## src/rtl/swt_pkg.sv

```systemverilog
// swt_pkg: constants, register map and carrier types for the sleep wake countdown timers
package swt_pkg;

	localparam int SWT_NUM = 2;
	localparam int SWT_CNT_W = 32;
	localparam int SWT_ADDR_W = 8;
	localparam logic [SWT_CNT_W-1:0] SWT_RELOAD = 32'hffffffff;
	localparam logic [SWT_CNT_W-1:0] SWT_CAL_PERIODS = 32'h00000014;
	localparam logic [SWT_CNT_W-1:0] SWT_TICKS_PER_MS = 32'h00000020;

	// register byte offsets
	localparam logic [SWT_ADDR_W-1:0] SWT_CTRL = 8'h00;
	localparam logic [SWT_ADDR_W-1:0] SWT_IRQ_EN = 8'h04;
	localparam logic [SWT_ADDR_W-1:0] SWT_LOAD0 = 8'h08;
	localparam logic [SWT_ADDR_W-1:0] SWT_LOAD1 = 8'h0c;
	localparam logic [SWT_ADDR_W-1:0] SWT_COUNT0 = 8'h10;
	localparam logic [SWT_ADDR_W-1:0] SWT_COUNT1 = 8'h14;
	localparam logic [SWT_ADDR_W-1:0] SWT_RUNNING = 8'h18;
	localparam logic [SWT_ADDR_W-1:0] SWT_FIRED = 8'h1c;
	localparam logic [SWT_ADDR_W-1:0] SWT_INT_STAT = 8'h20;
	localparam logic [SWT_ADDR_W-1:0] SWT_INT_MASK = 8'h24;
	localparam logic [SWT_ADDR_W-1:0] SWT_CAL_RESULT = 8'h28;
	localparam logic [SWT_ADDR_W-1:0] SWT_CAL_STAT = 8'h2c;

	// control register field positions (write-one pulses)
	localparam int SWT_CTRL_START = 0;
	localparam int SWT_CTRL_STOP = 2;
	localparam int SWT_CTRL_CAL = 4;

	// interrupt status field positions
	localparam int SWT_INT_FIRE = 0;
	localparam int SWT_INT_CAL = 2;
	localparam int SWT_INT_W = 3;

	// reset values
	localparam logic [SWT_INT_W-1:0] SWT_INT_RST = 3'h0;
	localparam logic [SWT_NUM-1:0] SWT_BITS_RST = 2'h0;
	localparam logic [SWT_CNT_W-1:0] SWT_WORD_RST = 32'h00000000;

	typedef struct packed {
		logic start;
		logic stop;
		logic cal_load;
		logic [SWT_CNT_W-1:0] load;
	} swt_cmd_type;

	typedef struct packed {
		logic running;
		logic zero;
		logic [SWT_CNT_W-1:0] count;
	} swt_stat_type;

endpackage

```

## src/rtl/swt_timer.sv

```systemverilog
// swt_timer: one wake down-counter stepped by the slow clock tick
`timescale 1ns/1ps
module swt_timer
	import swt_pkg::*;
(
	input wire logic clk_in, // system clock
	input wire logic rstn_in, // async reset, active low
	input wire logic tick_in, // one slow-clock period elapsed
	input wire swt_cmd_type cmd_in, // start, stop, calibration load
	output swt_stat_type stat_out // count, running, zero-reached pulse
);

	typedef enum logic [1:0] {
		SWT_IDLE = 2'b01,
		SWT_RUN = 2'b10
	} swt_state_type;

	swt_state_type state_r, state_nxt;
	logic [SWT_CNT_W-1:0] count_r, count_nxt;
	logic zero_r, zero_nxt;

	always_comb begin
		state_nxt = state_r;
		count_nxt = count_r;
		zero_nxt = 1'b0;
		case (state_r)
			SWT_IDLE: begin
				// stopped: count frozen, no events
			end
			SWT_RUN: begin
				if (cmd_in.stop) begin
					state_nxt = SWT_IDLE;
				end else if (tick_in) begin
					if (count_r == SWT_WORD_RST) begin
						count_nxt = SWT_RELOAD;
					end else begin
						count_nxt = count_r - 32'h00000001;
						zero_nxt = (count_nxt == SWT_WORD_RST);
					end
				end
			end
			default: begin
				state_nxt = SWT_IDLE;
			end
		endcase
		// a load takes priority over stop and tick
		if (cmd_in.cal_load) begin
			count_nxt = SWT_CAL_PERIODS;
			state_nxt = SWT_RUN;
			zero_nxt = 1'b0;
		end else if (cmd_in.start) begin
			count_nxt = cmd_in.load;
			state_nxt = SWT_RUN;
			zero_nxt = 1'b0;
		end
	end

	always_ff @(posedge clk_in or negedge rstn_in) begin
		if (!rstn_in) begin
			state_r <= SWT_IDLE;
			count_r <= SWT_WORD_RST;
			zero_r <= 1'b0;
		end else begin
			state_r <= state_nxt;
			count_r <= count_nxt;
			zero_r <= zero_nxt;
		end
	end

	assign stat_out.running = (state_r == SWT_RUN);
	assign stat_out.zero = zero_r;
	assign stat_out.count = count_r;

endmodule

```

## src/rtl/swt_top.sv

```systemverilog
// swt_top: two sleep wake countdown timers with calibration and register port
//
// Summary of operation
// - two wake timers, 32-bit counters here
// - counters step on slow clock while started, idle from reset
// - decrement per tick, wake event at zero
// - per-timer interrupt enable gates zero interrupt
// - start value counted in slow-clock periods
// - at zero set fired, reload ones, continue
// - interrupt rises one cycle after the zero count
// - stop freezes count, no further events
// - count read leaves countdown undisturbed
// - running status bit per timer
// - fired bit per timer, cleared by read
// - fired bits survive wake from sleep
// - calibration loads 20, clears reference counter
// - result is reference count at zero
//
// The register addresses and strobed register access were chosen for this implementation.
`timescale 1ns/1ps
module swt_top
	import swt_pkg::*;
(
	input wire logic clk_in, // system clock, also calibration reference
	input wire logic rstn_in, // async reset, active low
	input wire logic slow_tick_in, // one-cycle pulse per slow-clock period
	input wire logic [SWT_ADDR_W-1:0] addr_in, // register byte address
	input wire logic [31:0] wdata_in, // write data
	input wire logic wr_in, // write strobe
	input wire logic rd_in, // read strobe
	output logic [31:0] rdata_out, // read data, cycle after rd_in
	output logic irq_out, // level interrupt
	output logic [SWT_NUM-1:0] wake_out // wake-up event pulse per timer
);

	swt_cmd_type cmd [SWT_NUM];
	swt_stat_type stat [SWT_NUM];

	logic [SWT_NUM-1:0] irq_en_r, irq_en_nxt;
	logic [SWT_CNT_W-1:0] load_r [SWT_NUM];
	logic [SWT_CNT_W-1:0] load_nxt [SWT_NUM];
	logic [SWT_NUM-1:0] fired_r, fired_nxt;
	logic [SWT_INT_W-1:0] int_stat_r, int_stat_nxt;
	logic [SWT_INT_W-1:0] int_mask_r, int_mask_nxt;
	logic [SWT_INT_W-1:0] int_set;
	logic [SWT_CNT_W-1:0] ref_r, ref_nxt;
	logic [SWT_CNT_W-1:0] cal_res_r, cal_res_nxt;
	logic cal_busy_r, cal_busy_nxt;
	logic cal_done_r, cal_done_nxt;
	logic [31:0] rdata_r, rdata_nxt;
	logic irq_r, irq_nxt;
	logic [SWT_NUM-1:0] wake_r, wake_nxt;
	logic [SWT_NUM-1:0] zero_evt;
	logic [SWT_NUM-1:0] run_bits;
	logic wr_ctrl;
	logic cal_start;
	logic cal_end;

	assign wr_ctrl = wr_in && (addr_in == SWT_CTRL);
	assign cal_start = wr_ctrl && wdata_in[SWT_CTRL_CAL];
	// calibration ends on the same zero pulse that would raise timer 0's event
	assign cal_end = cal_busy_r && zero_evt[0];

	genvar g;
	generate
		for (g = 0; g < SWT_NUM; g++) begin : gen_tmr
			always_comb begin
				cmd[g].start = wr_ctrl && wdata_in[SWT_CTRL_START + g];
				cmd[g].stop = wr_ctrl && wdata_in[SWT_CTRL_STOP + g];
				cmd[g].cal_load = (g == 0) && cal_start;
				cmd[g].load = load_r[g];
			end

			swt_timer u_timer (
				.clk_in(clk_in),
				.rstn_in(rstn_in),
				.tick_in(slow_tick_in),
				.cmd_in(cmd[g]),
				.stat_out(stat[g])
			);

			assign zero_evt[g] = stat[g].zero;
			assign run_bits[g] = stat[g].running;
		end
	endgenerate

	// register file and calibration
	always_comb begin
		irq_en_nxt = irq_en_r;
		int_mask_nxt = int_mask_r;
		fired_nxt = fired_r;
		int_stat_nxt = int_stat_r;
		ref_nxt = ref_r;
		cal_res_nxt = cal_res_r;
		cal_busy_nxt = cal_busy_r;
		cal_done_nxt = cal_done_r;
		for (int i = 0; i < SWT_NUM; i++) begin
			load_nxt[i] = load_r[i];
		end
		rdata_nxt = 32'h00000000;

		if (wr_in) begin
			case (addr_in)
				SWT_IRQ_EN: irq_en_nxt = wdata_in[SWT_NUM-1:0];
				SWT_LOAD0: load_nxt[0] = wdata_in[SWT_CNT_W-1:0];
				SWT_LOAD1: load_nxt[1] = wdata_in[SWT_CNT_W-1:0];
				SWT_INT_STAT: int_stat_nxt = int_stat_r & ~wdata_in[SWT_INT_W-1:0];
				SWT_INT_MASK: int_mask_nxt = wdata_in[SWT_INT_W-1:0];
				default: begin
				end
			endcase
		end

		if (rd_in) begin
			case (addr_in)
				SWT_CTRL: rdata_nxt = 32'h00000000;
				SWT_IRQ_EN: rdata_nxt = {30'h00000000, irq_en_r};
				SWT_LOAD0: rdata_nxt = load_r[0];
				SWT_LOAD1: rdata_nxt = load_r[1];
				SWT_COUNT0: rdata_nxt = stat[0].count;
				SWT_COUNT1: rdata_nxt = stat[1].count;
				SWT_RUNNING: rdata_nxt = {30'h00000000, run_bits};
				SWT_FIRED: begin
					rdata_nxt = {30'h00000000, fired_r};
					fired_nxt = SWT_BITS_RST;
				end
				SWT_INT_STAT: rdata_nxt = {29'h00000000, int_stat_r};
				SWT_INT_MASK: rdata_nxt = {29'h00000000, int_mask_r};
				SWT_CAL_RESULT: rdata_nxt = cal_res_r;
				SWT_CAL_STAT: rdata_nxt = {30'h00000000, cal_busy_r, cal_done_r};
				default: rdata_nxt = 32'h00000000;
			endcase
		end

		// hardware set beats a read-clear landing in the same cycle
		fired_nxt = fired_nxt | zero_evt;
		int_set = SWT_INT_RST;
		int_set[SWT_INT_FIRE +: SWT_NUM] = zero_evt & irq_en_r;
		int_set[SWT_INT_CAL] = cal_end;
		int_stat_nxt = int_stat_nxt | int_set;

		if (cal_start) begin
			ref_nxt = SWT_WORD_RST;
			cal_busy_nxt = 1'b1;
			cal_done_nxt = 1'b0;
		end else if (cal_end) begin
			// ref_r already counts every edge from the start up to the zero edge
			cal_res_nxt = ref_r;
			cal_busy_nxt = 1'b0;
			cal_done_nxt = 1'b1;
		end else if (cal_busy_r) begin
			ref_nxt = ref_r + 32'h00000001;
		end
		// a stop of timer 0 abandons the measurement rather than leave it busy forever
		if (cal_busy_r && cmd[0].stop && !cal_start) begin
			cal_busy_nxt = 1'b0;
		end

		// interrupt follows the status that the zero pulse sets this edge
		irq_nxt = |(int_stat_nxt & int_mask_r);
		wake_nxt = zero_evt;
	end

	always_ff @(posedge clk_in or negedge rstn_in) begin
		if (!rstn_in) begin
			irq_en_r <= SWT_BITS_RST;
			int_mask_r <= SWT_INT_RST;
			fired_r <= SWT_BITS_RST;
			int_stat_r <= SWT_INT_RST;
			ref_r <= SWT_WORD_RST;
			cal_res_r <= SWT_WORD_RST;
			cal_busy_r <= 1'b0;
			cal_done_r <= 1'b0;
			for (int i = 0; i < SWT_NUM; i++) begin
				load_r[i] <= SWT_WORD_RST;
			end
			rdata_r <= 32'h00000000;
			irq_r <= 1'b0;
			wake_r <= SWT_BITS_RST;
		end else begin
			irq_en_r <= irq_en_nxt;
			int_mask_r <= int_mask_nxt;
			fired_r <= fired_nxt;
			int_stat_r <= int_stat_nxt;
			ref_r <= ref_nxt;
			cal_res_r <= cal_res_nxt;
			cal_busy_r <= cal_busy_nxt;
			cal_done_r <= cal_done_nxt;
			for (int i = 0; i < SWT_NUM; i++) begin
				load_r[i] <= load_nxt[i];
			end
			rdata_r <= rdata_nxt;
			irq_r <= irq_nxt;
			wake_r <= wake_nxt;
		end
	end

	assign rdata_out = rdata_r;
	assign irq_out = irq_r;
	assign wake_out = wake_r;

endmodule

```

## config.mk

```make
export PLATFORM = sky130hd
export DESIGN_NAME = swt_top
export DESIGN_NICKNAME = d
export VERILOG_FILES = /design/src/rtl/swt_pkg.sv /design/src/rtl/swt_timer.sv /design/src/rtl/swt_top.sv
export SDC_FILE = /design/constraint.sdc
export NUM_CORES = 1
export LEC_CHECK = 0
export BUFFER_PORTS_ARGS = -buffer_cell sky130_fd_sc_hd__buf_4
export CAP_MARGIN = 10
export CELL_PAD_IN_SITES_DETAIL_PLACEMENT = 0
export CELL_PAD_IN_SITES_GLOBAL_PLACEMENT = 1
export CORE_ASPECT_RATIO = 1.2
export CORE_MARGIN = 4
export CORE_UTILIZATION = 35
export CTS_CLUSTER_DIAMETER = 50
export DETAILED_ROUTE_END_ITERATION = 8
export PLACE_DENSITY_LB_ADDON = 0.1
export SETUP_SLACK_MARGIN = 0.05
export SKIP_CTS_REPAIR_TIMING = 1
export SLEW_MARGIN = 25
export SYNTH_ARGS = -nofsm -noshare
export SYNTH_HDL_FRONTEND = slang
export SYNTH_SLANG_ARGS = --single-unit
```

## constraint.sdc

```tcl
create_clock -name clk_in -period 4.1 [get_ports clk_in]
set_input_delay 0.615 -clock clk_in [delete_from_list [all_inputs] [get_ports clk_in]]
set_output_delay 0.615 -clock clk_in [all_outputs]
set_load 0.05 [all_outputs]
```

## Word level (Yosys, flattened, before mapping)

Index checks and enable logic that the tools add are counted.

- Register bits after elaboration: 245
- Bits in latches: 0
- RAM bits: 0
- Memory bits (read-only): 0
- Input bits: 45
- Word-level logic and storage cells: 127
- Memories kept: 0

- Add/sub/neg operators: 3
- Multipliers: 0
- Divide/modulo/power cells: 0
- Order comparisons: 0
- Equal/unequal tests: 22
- Shift-type cells: 0
- Multiplexer cells: 43
- Bitwise logic cells: 7
- Reduce and logical (&&, ||, !) cells: 33

Operators with widths:

| kind | number |
|---|---|
| $mux W32 | 15 |
| $pmux W32 S11 | 1 |
| $logic_not A32 Y1 | 4 |
| $sub A32 B1 Y32 const B | 2 |
| $add A32 B1 Y32 const B | 1 |
| $eq A8 B5 Y1 const B | 4 |
| $eq A8 B6 Y1 const B | 4 |
| $eq A8 B4 Y1 const B | 2 |
| $mux W1 | 16 |
| $reduce_and A2 Y1 | 8 |
| $mux W2 | 7 |
| $logic_and A1 B1 Y1 | 9 |
| $reduce_bool A3 Y1 | 3 |
| $eq A8 B3 Y1 const B | 1 |
| $logic_not A8 Y1 | 1 |
| $pmux W2 S2 | 2 |
| $reduce_bool A2 Y1 | 4 |
| $and A3 B3 Y3 | 2 |
| $mux W3 | 2 |
| $ne A3 B3 Y1 const B | 2 |
| $reduce_and A3 Y1 | 2 |
| $eq A2 B1 Y1 const B | 2 |
| $eq A2 B2 Y1 const B | 2 |
| $ne A2 B2 Y1 const B | 2 |
| 10 further kinds | 10 |

## Logic depth before layout (Yosys ltp)

- Depth in word-level cells: 8
- Gate-level depth with buffers: 12

## Cells and area by module

A second synthesis with hierarchy kept.

- Cells, all modules: 1,356
- Area, all modules: 13,518.0 um2

By module, submodules not included:

| module | times used | cells each | area each (um2) | seq. area each (um2) |
|---|---|---|---|---|
| swt_top | 1 | 674 | 8,105.3 | 4,379.2 |
| swt_timer | 2 | 341 | 2,706.3 | 877.1 |

## Least setup slack after synthesis

Ideal clock, no wire load.

- Path type: reg-to-reg
- From: register gen_tmr[1].u_timer.count_r[9]
- To: register gen_tmr[1].u_timer.zero_r
- Library setup time: 101 ps
- Arrival time: 2,739 ps
- Data required time: 3,999 ps
- Path slack: 1,260 ps
- Cell stages (with the launch flop): 9
- Path through: dfrtp_1 > clkbuf_1 > or4_1 > or4_1 > nor4_1 > xor2_1 > nor4_1 > nand4_1 > nor4_1

- Word-level cells in the longest chain between the ends: 7
- Elaborated cells on any way between the ends: 8
- Classes of those cells: add/sub (1); mux (5); reduce/logical (2)

Ends and longest elaborated chain:

| item | line | source |
|---|---|---|
| from (decl) | swt_timer.sv:19 | `logic [SWT_CNT_W-1:0] count_r, count_nxt;` |
| from (signal assigned) | swt_timer.sv:65 | `count_r <= count_nxt;` |
| $sub A32 B1 Y32 | swt_timer.sv:37 | `count_nxt = count_r - 32'h00000001;` |
| $logic_not A32 Y1 | swt_timer.sv:38 | `zero_nxt = (count_nxt == SWT_WORD_RST);` |
| $mux W1 * | swt_timer.sv:34 | `if (count_r == SWT_WORD_RST) begin` |
| $mux W1 * | swt_timer.sv:33 | `end else if (tick_in) begin` |
| $mux W1 * | swt_timer.sv:31 | `if (cmd_in.stop) begin` |
| $mux W1 * | swt_timer.sv:26 | `case (state_r)` |
| $mux W1 * | swt_timer.sv:51 | `end else if (cmd_in.start) begin` |
| via gen_tmr[1].u_timer.zero_nxt | swt_timer.sv:20 | `logic zero_r, zero_nxt;` |
| to (signal assigned) | swt_timer.sv:66 | `zero_r <= zero_nxt;` |
| to (decl) | swt_timer.sv:20 |  |

Mark *: on every way through the listed nets, which the timed path passes. The rest lies on a longest branch.
A chain may end at the register's enable or synchronous reset.

## Worst setup path in the final report

- From: register gen_tmr[0].u_timer.count_r[10]
- To: register gen_tmr[0].u_timer.count_r[26]

- Word-level cells in the longest chain between the ends: 7
- Elaborated cells on any way between the ends: 8
- Classes of those cells: add/sub (1); mux (6); reduce/logical (1)

Ends and longest elaborated chain:

| item | line | source |
|---|---|---|
| from (decl) | swt_timer.sv:19 |  |
| from (signal assigned) | swt_timer.sv:65 |  |
| $sub A32 B1 Y32 / $logic_not A32 Y1 (equally long branches) | swt_timer.sv:37, swt_timer.sv:34 |  |
| $mux W32 * | swt_timer.sv:34 |  |
| $mux W32 * | swt_timer.sv:33 |  |
| $mux W32 * | swt_timer.sv:31 |  |
| $mux W32 * | swt_timer.sv:26 |  |
| $mux W32 * | swt_timer.sv:51 |  |
| $mux W32 * | swt_timer.sv:47 | `if (cmd_in.cal_load) begin` |

Mark *: on every way between the ends. The rest lies on a longest branch, timed or not. The select of a mux whose other input is x is not followed.

==> run metrics <==
Min-Delay Path Class input port to async pin; synth warn 0; Async SR Flop Fraction 100%; Cell Area, Synth between 10000 and 15000 um2; CP arrival 3.72 ns; peak supply drop 0.247 mV; Cell Area, Placed ~14000 um2; Tcrit/Tclk final 80.3%; largest net degree at the start of global routing 91; Crit path largest cell delay ~0.67 ns; Mapped Nets 1288; Syn Inst Count between 1000 and 1500; Max Slew Vio Count 0; H-Tree Depth 2; Crit Path Class flop to flop; cell family with most CP delay simple AND/OR/NAND/NOR gates; core area 35100 um2; Hold WS about 0.063 ns; #FFs+latches synth 245; gr usage total approximately 22%; Fin Clk Skew 0.0175 ns; Reg clk slew, reported paths approximately 0.060 ns; worst skew pair latency 0.52 ns; io pins 80; number of port buffers between 70 and 80; Post-synth EDFFs 0; setup TNS 0 ns; Netlist cell types 67; Worst Path Required 4.53 ns; Pwr Total 7.16 mW; Nets 1342; Root Driver clkbuf_16; layout cell share with drive strength beyond 1 around 23%; Mapped Avg Cell Area just over 10 um2; Residual DRC 0; Post-DP HPWL around 30 mm; fin area around 15000 um2; via density per instance about 5.8; DR pass1 iterations 7; Routed WL 42.4 mm; chip height roughly 220 um; multiplexer share of the synthesized area under 10%; Crit path top cell by count a21oi_1; CP startpoint kind flop; Post-Synth Adder-Cell Area less than 1%; min Tclk post-route around 3.3 ns; slowest CP cell or4_1; Clock Path Buffers 3; row count between 70 and 80; Sink Count 245; Worst Path Max Fanout 11; final setup violation count 0; fmax a little over 0.3 GHz; Antenna Cells 0; DRT iter0 DRCs 1129; drt wl/cell 23.9 um; Die Wd 181 um; PwrDens just under 500 nW/um2; Buffers & Inverters on Critical Path 1; top_reg_cell synth dfrtp_1; main combinational cell family by area after synthesis compound AO/OA/AOI/OAI gates; post-route ant nets 0; simple-gate share of the synthesized area between 10% and 20%; Layout area overhead 18.9%; register area share after synthesis 49.1%; Final Hold Fails 0; Max-slew headroom 35.9%; vias between 10000 and 15000; GP Congestion 0.863; initial antenna violation count 1; status completed; Max-Cap Viols 0; XOR/XNOR Fraction of Synth Area 3.43%; worst slew pin tran 0.961 ns; Initial Utilization 35.6%; vias in the first global route between 10000 and 15000; TritonCTS clock tree yes; Worst Setup End Kind flop; global-route wire length before repair between 60 and 70 mm; die footprint between 30000 and 40000 um2; TritonCTS buffer count 36; remaining global-route overflow 0; post-synthesis compound-gate area fraction between 15 and 20%; crit-path cells or4_4 -> or4_1 -> nor4_4 -> or2_1 -> buf_4 -> a21o_2 -> a21oi_1 -> a21oi_1; Leakage between 6 and 7 nW; RSZ-0062 raised after global routing no
registers in the layout, indices dropped and copies added, names as in the netlist:
name / count
cal_busy_r: 1
cal_done_r: 1
cal_res_r: 32
cmd: 64
fired_r: 2
gen_tmr.u_timer.count_r: 64
gen_tmr.u_timer.state_r: 4
gen_tmr.u_timer.zero_r: 2
int_mask_r: 3
int_stat_r: 3
irq_en_r: 2
irq_out: 1
rdata_out: 32
ref_r: 32
wake_out: 2
final timing paths:
check                                          startpoint                             end  slack (ns)  cells past startpoint
max                        gen_tmr[0].u_timer.count_r[10]  gen_tmr[0].u_timer.count_r[26]        0.81                      8
min                                               rstn_in                     wake_out[0]        0.06                      1
min in group clk_in                          wdata_in[23]                         cmd[58]        0.34                      2
max reg2reg                gen_tmr[0].u_timer.count_r[10]  gen_tmr[0].u_timer.count_r[26]        0.81                      8
max in group asynchronous                         rstn_in                         cmd[14]        3.11                      2
min reg2reg                                    cal_done_r                      cal_done_r        0.49                      1
power breakdown:
part           internal, mW  switching (mW)  leakage (nW)
clock                  2.17            1.17         0.624
combinational         0.401           0.565          2.54
sequential             2.57           0.282          3.30
total                  5.14            2.02          6.46
synth_stat cells (28+ instances only):
library cell | n | share of area, %
o22ai_1 | 28 | 1.4
a21oi_1 | 89 | 3.6
a22oi_1 | 30 | 1.8
nand2_1 | 65 | 2.0
o21ai_0 | 65 | 2.6
mux2_2 | 103 | 9.3
nor2_1 | 115 | 3.5
dfrtp_1 | 243 | 49
xor2_1 | 29 | 2.0
nand3_1 | 43 | 1.7
nor3_1 | 30 | 1.2
clkbuf_1 | 68 | 2.0
a222oi_1 | 36 | 2.9
cells in the final DEF (no fill, tap or decap), drive strengths merged, types with 29 or more instances in the layout:
cell,count
dfrtp,243
nor2,115
buf,112
mux2,103
a21oi,89
o21ai,65
nand2,65
clkbuf,48
nand3,43
a222oi,36
a22oi,30
nor3,30
xor2,29
layer usage:
metal	GRT usage, %	vias to the layer above	share of wire, %
li1	-	4751	-
met1	30.5	5185	45
met2	34.2	346	46
met3	3.52	78	5.9
met4	6.43	0	2.8
met5	0	-	0
cells by family (layout without fill, tap and decap cells):
logic type / Yosys count / after routing
xor+xnor: 49 / 49
fa+ha+maj: 7 / 7
simple gates: 383 / 383
mux: 108 / 108
compound gates: 332 / 332
flops: 245 / 245
buf+inv: 112 / 192
cell type report:
cell class                 count  area, um2
sequential                   245       6130
multi-input combinational    879       5910
inverter                      16       60.1
timing repair buffer         112        886
tap                          462        578
clock buffer                  48        997
clock inverter                16        293
fill                        3494      20200
metrics by stage:
stage,utilization (%),cells,setup slack [ns]
5_1_grt,42.3,1778,0.601
3_3_place_gp,38.7,1714,0.673
3_5_place_dp,38.7,1714,0.600
4_1_cts,42.3,1778,0.797
6_report,42.3,1778,0.808
2_1_floorplan,-,1236,1.26
(Power assumes the default switching activity.)
